--- config.mk ---
export PLATFORM = sky130hd
export DESIGN_NAME = frak_fault_ack
export DESIGN_NICKNAME = d
export VERILOG_FILES = /design/src/rtl/frak_pkg.sv /design/src/rtl/frak_fault_ack.sv
export VERILOG_INCLUDE_DIRS = /design/src /design/src/rtl
export SDC_FILE = /design/constraint.sdc
export NUM_CORES = 1
export LEC_CHECK = 0
export ABC_AREA = 1
export BUFFER_PORTS_ARGS = -buffer_cell sky130_fd_sc_hd__buf_2
export CAP_MARGIN = 10
export CORE_MARGIN = 5
export CORE_UTILIZATION = 50
export DETAILED_ROUTE_END_ITERATION = 6
export PLACE_DENSITY = 0.69
export SYNTH_ARGS = -nofsm -noshare
export SYNTH_HDL_FRONTEND = slang
export SYNTH_SLANG_ARGS = --single-unit
--- constraint.sdc ---
create_clock -name mclk -period 1.7 [get_ports mclk]
set_clock_uncertainty 0.1 [all_clocks]
set_input_delay 0 -clock mclk [delete_from_list [all_inputs] [get_ports mclk]]
set_output_delay 0 -clock mclk [all_outputs]
set_load 0.05 [all_outputs]
--- src/rtl/frak_defs.svh ---
// Constants for the fault report and acknowledge block
`ifndef FRAK_DEFS_SVH
`define FRAK_DEFS_SVH
// Clock rate and prescaled tick
`define FRAK_CLK_HZ 25000000
`define FRAK_TICK_HZ 100
`define FRAK_TICK_CYC (`FRAK_CLK_HZ / `FRAK_TICK_HZ)
// Acknowledge window in milliseconds, printed as 13.9 .. 14.1 s
`define FRAK_ACK_MIN_MS 13900
`define FRAK_ACK_MAX_MS 14100
`define FRAK_ACK_MIN_TICKS ((`FRAK_ACK_MIN_MS * `FRAK_TICK_HZ + 999) / 1000)
`define FRAK_ACK_MAX_TICKS ((`FRAK_ACK_MAX_MS * `FRAK_TICK_HZ) / 1000)
// Red indicator period and pulse length for the empty fault
`define FRAK_BLINK_MS 5000
`define FRAK_BLINK_TICKS ((`FRAK_BLINK_MS * `FRAK_TICK_HZ) / 1000)
`define FRAK_BLINK_ON_TICKS 10
// Fault codes shown on the display
`define FRAK_CODE_NONE 3'h0
`define FRAK_CODE_EMPTY 3'h1
`define FRAK_CODE_OVERLOAD 3'h2
`define FRAK_CODE_UNDERVOLT 3'h3
`define FRAK_CODE_FATAL 3'h4
`endif

--- src/rtl/frak_pkg.sv ---
// Types for the fault report and acknowledge block
package frak_pkg;
  typedef enum logic [2:0] {
    FRAK_IDLE = 3'b001,
    FRAK_HIGH = 3'b010,
    FRAK_CHECK = 3'b100
  } frak_state_t;
  typedef struct packed {
    logic empty_cartridge_fault;
    logic overload_fault;
    logic undervoltage_fault;
    logic fatal_fault;
  } frak_faults_t;
endpackage : frak_pkg

--- src/rtl/frak_fault_ack.sv ---
// Fault latches, acknowledge pulse decoder and indicators
`timescale 1ns/10ps
`default_nettype none
`include "frak_defs.svh"
module frak_fault_ack
  import frak_pkg::*;
#(
  parameter int TICK_CYC = `FRAK_TICK_CYC
) (
  input wire logic mclk,
  input wire logic resetn,
  input wire logic sync_clear,
  input wire logic pulse_in,
  input wire logic overpressure,
  input wire logic supply_low,
  input wire logic diag_fatal,
  input wire logic cartridge_empty,
  input wire logic self_check_ok,
  output logic status_out,
  output logic red_led,
  output logic [2:0] fault_code,
  output logic ctrl_pulse_accept,
  output logic ack_done
);
  // ------------------------------------------------------------
  // Input synchronisers
  // ------------------------------------------------------------
  logic [4:0] meta_reg;
  logic [4:0] sync_reg;
  always_ff @(posedge mclk or negedge resetn) begin
    if (!resetn) begin
      meta_reg <= 5'h00;
      sync_reg <= 5'h00;
    end else begin
      meta_reg <= {pulse_in, overpressure, supply_low, diag_fatal, cartridge_empty};
      sync_reg <= meta_reg;
    end
  end
  wire logic pulse_s = sync_reg[4];
  wire logic over_s = sync_reg[3];
  wire logic uv_s = sync_reg[2];
  wire logic fatal_s = sync_reg[1];
  wire logic empty_s = sync_reg[0];
  // ------------------------------------------------------------
  // Prescaled tick
  // ------------------------------------------------------------
  // Slow tick keeps the pulse counters narrow
  logic [31:0] pre_reg;
  logic tick_reg;
  always_ff @(posedge mclk or negedge resetn) begin
    if (!resetn) begin
      pre_reg <= 32'h0000_0000;
      tick_reg <= 1'b0;
    end else begin
      tick_reg <= (pre_reg == 32'(TICK_CYC - 1));
      pre_reg <= (pre_reg == 32'(TICK_CYC - 1)) ? 32'h0000_0000 : pre_reg + 32'h0000_0001;
    end
  end
  // ------------------------------------------------------------
  // Pulse length measurement
  // ------------------------------------------------------------
  frak_state_t state_reg, state_next;
  logic [15:0] len_reg;
  logic pulse_d_reg;
  wire logic pulse_fall = pulse_d_reg && !pulse_s;
  wire logic len_ok = (len_reg >= 16'(`FRAK_ACK_MIN_TICKS)) &&
                      (len_reg <= 16'(`FRAK_ACK_MAX_TICKS));
  frak_faults_t flt_reg;
  wire logic any_fault = |flt_reg;
  wire logic ackable = (flt_reg.overload_fault || flt_reg.undervoltage_fault)
                       && !flt_reg.fatal_fault && !flt_reg.empty_cartridge_fault;
  always_comb begin
    state_next = state_reg;
    case (state_reg)
      FRAK_IDLE: if (pulse_s) state_next = FRAK_HIGH;
      FRAK_HIGH: if (pulse_fall) state_next = (len_ok && ackable) ? FRAK_CHECK : FRAK_IDLE;
      FRAK_CHECK: state_next = FRAK_IDLE;
      default: state_next = FRAK_IDLE;
    endcase
  end
  wire logic ack_pass = (state_reg == FRAK_CHECK) && self_check_ok;
  wire logic ack_fail = (state_reg == FRAK_CHECK) && !self_check_ok;
  always_ff @(posedge mclk or negedge resetn) begin
    if (!resetn) begin
      state_reg <= FRAK_IDLE;
      len_reg <= 16'h0000;
      pulse_d_reg <= 1'b0;
    end else begin
      state_reg <= state_next;
      pulse_d_reg <= pulse_s;
      if (!pulse_s) len_reg <= 16'h0000;
      else if (tick_reg && len_reg != 16'hFFFF) len_reg <= len_reg + 16'h0001;
    end
  end
  // ------------------------------------------------------------
  // Fault latches
  // ------------------------------------------------------------
  // Set terms win over the acknowledge clear
  always_ff @(posedge mclk or negedge resetn) begin
    if (!resetn) begin
      flt_reg <= '0;
    end else if (sync_clear) begin
      flt_reg <= '0;
    end else begin
      flt_reg.empty_cartridge_fault <= empty_s;
      if (over_s) flt_reg.overload_fault <= 1'b1;
      else if (ack_pass) flt_reg.overload_fault <= 1'b0;
      if (uv_s) flt_reg.undervoltage_fault <= 1'b1;
      else if (ack_pass) flt_reg.undervoltage_fault <= 1'b0;
      if (fatal_s || ack_fail) flt_reg.fatal_fault <= 1'b1;
    end
  end
  // ------------------------------------------------------------
  // Outputs
  // ------------------------------------------------------------
  logic [15:0] blink_reg;
  always_ff @(posedge mclk or negedge resetn) begin
    if (!resetn) begin
      blink_reg <= 16'h0000;
    end else if (!flt_reg.empty_cartridge_fault) begin
      blink_reg <= 16'h0000;
    end else if (tick_reg) begin
      blink_reg <= (blink_reg == 16'(`FRAK_BLINK_TICKS - 1)) ? 16'h0000 : blink_reg + 16'h0001;
    end
  end
  wire logic [2:0] code_w = flt_reg.fatal_fault ? `FRAK_CODE_FATAL :
                            flt_reg.overload_fault ? `FRAK_CODE_OVERLOAD :
                            flt_reg.undervoltage_fault ? `FRAK_CODE_UNDERVOLT :
                            flt_reg.empty_cartridge_fault ? `FRAK_CODE_EMPTY : `FRAK_CODE_NONE;
  wire logic red_w = (flt_reg.fatal_fault || flt_reg.overload_fault || flt_reg.undervoltage_fault)
                     || (flt_reg.empty_cartridge_fault &&
                         blink_reg < 16'(`FRAK_BLINK_ON_TICKS));
  // Empty fault square wave on the status line is out of scope; held high here
  wire logic low_w = flt_reg.overload_fault || flt_reg.undervoltage_fault || flt_reg.fatal_fault;
  // Ordinary pulses pass only with no fault pending
  wire logic accept_w = pulse_fall && !any_fault && !(len_ok && ackable);
  always_ff @(posedge mclk or negedge resetn) begin
    if (!resetn) begin
      status_out <= 1'b1;
      red_led <= 1'b0;
      fault_code <= `FRAK_CODE_NONE;
      ctrl_pulse_accept <= 1'b0;
      ack_done <= 1'b0;
    end else begin
      status_out <= !low_w;
      red_led <= red_w;
      fault_code <= code_w;
      ctrl_pulse_accept <= accept_w;
      ack_done <= ack_pass;
    end
  end
endmodule : frak_fault_ack
`default_nettype wire

# Word-level counts from Yosys, hierarchy flattened
# Index checks and enable logic that the tools add are counted.
# classes
add_sub_neg	3
magnitude_cmp	3
n_eq_ne	10
muxes	19
reduce_logical	29
# ops
cell	count
16-bit two-way mux	5
16-bit by 1-bit adder with 16-bit output, second input constant	2
32-bit by 1-bit adder with 32-bit output, second input constant	1
32-bit by 18-bit equality test with 1-bit output, second input constant	1
32-bit two-way mux	1
16-bit by 9-bit equality test with 1-bit output, second input constant	1
16-bit by 11-bit greater-or-equal comparator with 1-bit output, second input constant	1
16-bit by 11-bit <= comparator with 1-bit output, second input constant	1
16-bit by 4-bit < comparator with 1-bit output, second input constant	1
16-bit inequality test, second input constant	1
3-bit two-way mux	4
1-bit logical AND	11
1-bit zero test	7
1-bit logical OR	6
2-bit inequality test, second input constant	3
3-bit case mux with 2 select lines	1
3-bit nonzero test	2
1-bit two-way mux	5
2-bit two-way mux	2
4-bit two-way mux	1
4-bit OR reduction	1
3-bit by 1-bit equality test with 1-bit output, second input constant	1
3-bit by 2-bit equality test with 1-bit output, second input constant	1
3-bit equality test, second input constant	1
other kinds (3)	3
# totals
register_bits	90
inputBits	9
out_inout_bits	7
elab_cells	81

# Longest topological paths before layout
# logic_depth
ltp_word	7
mapped_depth	11
mapped_depth_nobuf	11

# Worst setup path before layout
# No wires, ideal clock.
# synth_path
path_kind	flip-flop to flip-flop
startpoint	register len_reg[0]
endpoint	register len_reg[14]
setup_ps	119
arrival_ps	1393
t_required_ps	1481
setup_slack_ps	88
path_stages_with_launch	11
path_buffers	1
period_less_slack_ps	1612
cell_sequence	dfrtp_1 -> ha_1 -> inv_2 -> nor2_4 -> nand2_2 -> nor2_4 -> nor2_4 -> nor2_8 -> buf_6 -> nand2_1 -> nand2_1
# synth_between
elab_chain_cells	3
elab_cells_between_ends	6
classes_between	add/sub (1); eq/ne (2); mux (2); reduce/logical (1)
# synth_lines
item	line	source
start, declared	frak_fault_ack.sv:63	logic [15:0] len_reg;
start signal, assigned	frak_fault_ack.sv:92	else if (tick_reg && len_reg != 16'hFFFF) len_reg <= len_reg + 16'h0001;
16-bit by 1-bit adder with 16-bit output or 16-bit inequality test (tied branches)	frak_fault_ack.sv:92	
16-bit two-way mux or 1-bit logical AND (tied branches)	frak_fault_ack.sv:92	
16-bit two-way mux or 2-bit by 1-bit inequality test with 1-bit output (tied branches)	--	
# Several ways; a longest one is shown, not always the timed one. The select of a mux whose other input is x is not followed.
# A chain may end at the register's enable or synchronous reset.

# Worst setup path after layout
# layout_path
startpoint	register len_reg[0]
endpoint	register len_reg[8]
# Same word-level chain as after synthesis.

==> flow_summary.toml <==
[power_and_ir_drop]
total_power_mw = 3.88
p_per_area_mw_per_mm2 = 677
peakVddDrop_mv = 0.554
leakage_nw = 2.78

[yosys]
synth.distinct_cells = 26
syn_nets = 691
ys_dominant_reg_cell = "dfrtp_1"
syn_inst = 678
async_flop_share_pct = 100
yosysWarnings = 0
syn_avg_cell_area_sq_um = 7.23
synth-seq-cells = 90
synth_area_leaders = "dfrtp_1 45%, nand2_1 15%, nor2_1 9.4%"
synth-edff-count = 0
seq_area_frac_synth_pct = 46.0
synthDominantCellAreaShare_pct = 44.9
syn-cell-area_sq_mm = 0.00490
yosys.area.top_type = "dfrtp_1"

[critical_path]
cp_slowest_cell = "dfrtp_1"
critical_path.top_delay_family = "simple AND/OR/NAND/NOR gates"
cp_cell_sequence = "ha_4, inv_2, nor2_4, nand2_2, nor2_4, nor2_4, buf_12, nor2_4, nand2_1, o21ai_1"
crit_type = "reg -> reg"
rr_worst_depth = 10
cp.depth = 10
start_kind = "flip-flop"
arrival_ps = 1860
end_kind = "flip-flop"
critPathMaxFanout = 10
crit_end = "len_reg[8]$_DFFE_PN0P_"
worst-path-buf-inv = 2
cp_common_cell = "nor2_4"
cpPeakStageDelay_ps = 420
cp.required_ps = 1910
r2r_start = "len_reg[0]$_DFFE_PN0P_"
r2r-end = "len_reg[8]$_DFFE_PN0P_"
crit_path_start = "len_reg[0]$_DFFE_PN0P_"
rrSetupSlack_ps = 40

[sta]
setup_viol = 0
max_freq_ghz = 0.604
fin_crit_ps = 1660
hold_viol_final = 0
fin_ws_ps = 43.2
rsz0062_at_grt = "yes"
tns_ps = 0
drv_slew = 0
slew_headroom_pct = 66.8
tightest_slew_ps = 497
fin_crit_sh_pct = 97.5

[clocking]
tritoncts = "done"
clock_sinks = 90
cts-root-buf = "clkbuf_8"
clockBufferDepth = 2
cts_max_level = 3
cts_buffers = 9
clock_latency_ps = 370
cts.clk_slew.worst_paths_ps = 100

[grt]
grt_usage_pct = 21.1
grt_max_degree = 41
grt_first_pass_wirelength_microns = 19600
grt_pass1_vias = 4358
antenna_found_initial = 0
grt_overflow = 0

[placement]
port-buffer-count = 15
place_area_sq_mm = 0.00531
place_ws_ps = -16.8
dp.final_hpwl_microns = 8560
gp_congestion = 0.944

[final_layout]
utilization_pct = 59.1
syn2layout_area_growth_pct = 16.8
antenna_cells = 0
num-fill-cells = 900
fin_nets = 755
drive_gt1_share_pct = 12.7
fin_area_sq_mm = 0.00573
largest_reg_flops = 32

[floorplanning]
rows = 36
core_sq_mm = 0.00968
die_h_microns = 109
num_io_pins = 16
fp.dieW_microns = 109
fp.dieArea_sq_mm = 0.0119
start_util_pct = 50.6

[drt]
viasPerCell = 5.12
wl_per_cell_microns = 13.0
routed-via-count = 4507
firstDrtPassIters = 5
dr.first_iter.drc_count = 233
drtAntennaViolNets = 0
drt-total-wl_microns = 11400
route.detailed.drc = 0

[status]
status = "complete, no violations"

[flow_run]
maxCapViolCount = 0

[worst_hold_path]
hold_path.class = "in -> async"
## kinds of logic (layout without fill, tap and decap cells)
family | after synthesis | in the layout | share of synthesized area, %
buffers and inverters | 100 | 168 | 7.86
xor gates and xnor gates | 22 | 22 | 3.93
adders and majority gates | 4 | 4 | 1.02
DFF | 90 | 90 | 46.0
and+or+nand+nor | 428 | 429 | 37.5
AOI/OAI and AO/OA | 34 | 34 | 3.68
## through the flow
stage	std cells	hold WS [ps]
detailed placement	844	-99.5
CTS	869	23.4
floorplan	678	-396
global placement	844	-99.6
finish	880	30.0
global route	880	53.1
## worst min-delay path by stage
| stage | start | to | slack [ps] | cells past startpoint |
|---|---|---|---|---|
| 2_1_floorplan | resetn | ack_done$_DFF_PN0_ | -400 | 0 |
| 3_3_place_gp | resetn | len_reg[5]$_DFFE_PN0P_ | -100 | 1 |
| 3_5_place_dp | resetn | len_reg[5]$_DFFE_PN0P_ | -100 | 1 |
| 4_1_cts | resetn | len_reg[6]$_DFFE_PN0P_ | 20 | 2 |
| 5_1_grt | resetn | sync_reg[4]$_DFF_PN0_ | 50 | 2 |
| 6_report | resetn | sync_reg[4]$_DFF_PN0_ | 30 | 2 |
## synthesized netlist by cell type, types with 4 or more instances
library cell	n
nand3_1	54
nand2_1	196
dfrtp_1	88
nor3_1	9
nor2_4	4
o21ai_1	4
o21bai_1	4
ha_1	4
xor2_1	17
a21oi_1	9
inv_1	91
xnor2_1	5
o21ai_0	17
nand4_1	33
nor2_1	123
## routing by layer
metal / wire length [microns] / global-route usage (%) / vias up / share of wire [%]
li1: - / - / 2262 / -
met1: 5110 / 26.5 / 2091 / 45
met2: 5390 / 34.7 / 130 / 47
met3: 636 / 5.62 / 24 / 5.6
met4: 293 / 8.12 / 0 / 2.6
met5: 0 / 0 / - / 0
## cell usage in the layout (no fill, tap or decap), types with 3 or more instances in the layout
cell / synthesis / layout
a21oi_1: 9 / 9
buf_2: 2 / 14
buf_4: 0 / 33
clkbuf_8: 0 / 9
clkinvlp_4: 0 / 3
dfrtp_1: 88 / 83
dfrtp_2: 0 / 5
dlygate4sd3_1: 0 / 9
inv_1: 91 / 90
inv_2: 3 / 3
nand2_1: 196 / 195
nand2_2: 2 / 3
nand3_1: 54 / 52
nand3_2: 1 / 3
nand4_1: 33 / 33
nor2_1: 123 / 120
nor2_2: 2 / 4
nor2_4: 4 / 6
nor3_1: 9 / 8
o21ai_0: 17 / 17
o21ai_1: 4 / 4
o21bai_1: 4 / 4
xnor2_1: 5 / 5
xor2_1: 17 / 17
## where the power goes
| group | switching (mW) | internal (mW) |
|---|---|---|
| Sequential | 0.0236 | 2.20 |
| Clock | 0.801 | 0.549 |
| Combinational | 0.212 | 0.0891 |
## final cells by class
cell class	instances	area [sq um]	share of cell area [%]
clock buffer	10	128	2.23
clock inverter	6	51.3	0.896
inverter	94	355	6.20
multi-input combinational	489	2320	40.5
sequential	90	2260	39.5
tap	133	166	2.91
timing repair buffer	58	448	7.82
## worst reg2reg max path, cell delays in order (launching register included)
cell,delay [ps]
dfrtp_1,420
ha_4,170
inv_2,40
nor2_4,90
nand2_2,80
nor2_4,120
nor2_4,60
buf_12,140
nor2_4,220
nand2_1,80
o21ai_1,70
## repair_timing
| action | CTS | global route |
|---|---|---|
| resized for setup | 1 | 17 |
| pin swaps | 0 | 7 |
| setup endpoints to repair | 2 | 32 |
| buffers inserted | 0 | 10 |
| cloned | 0 | 1 |
| hold buffers | 9 | 0 |
| hold endpoints to repair | 99 | 0 |
Note: power is estimated with default switching activity, not from simulation.
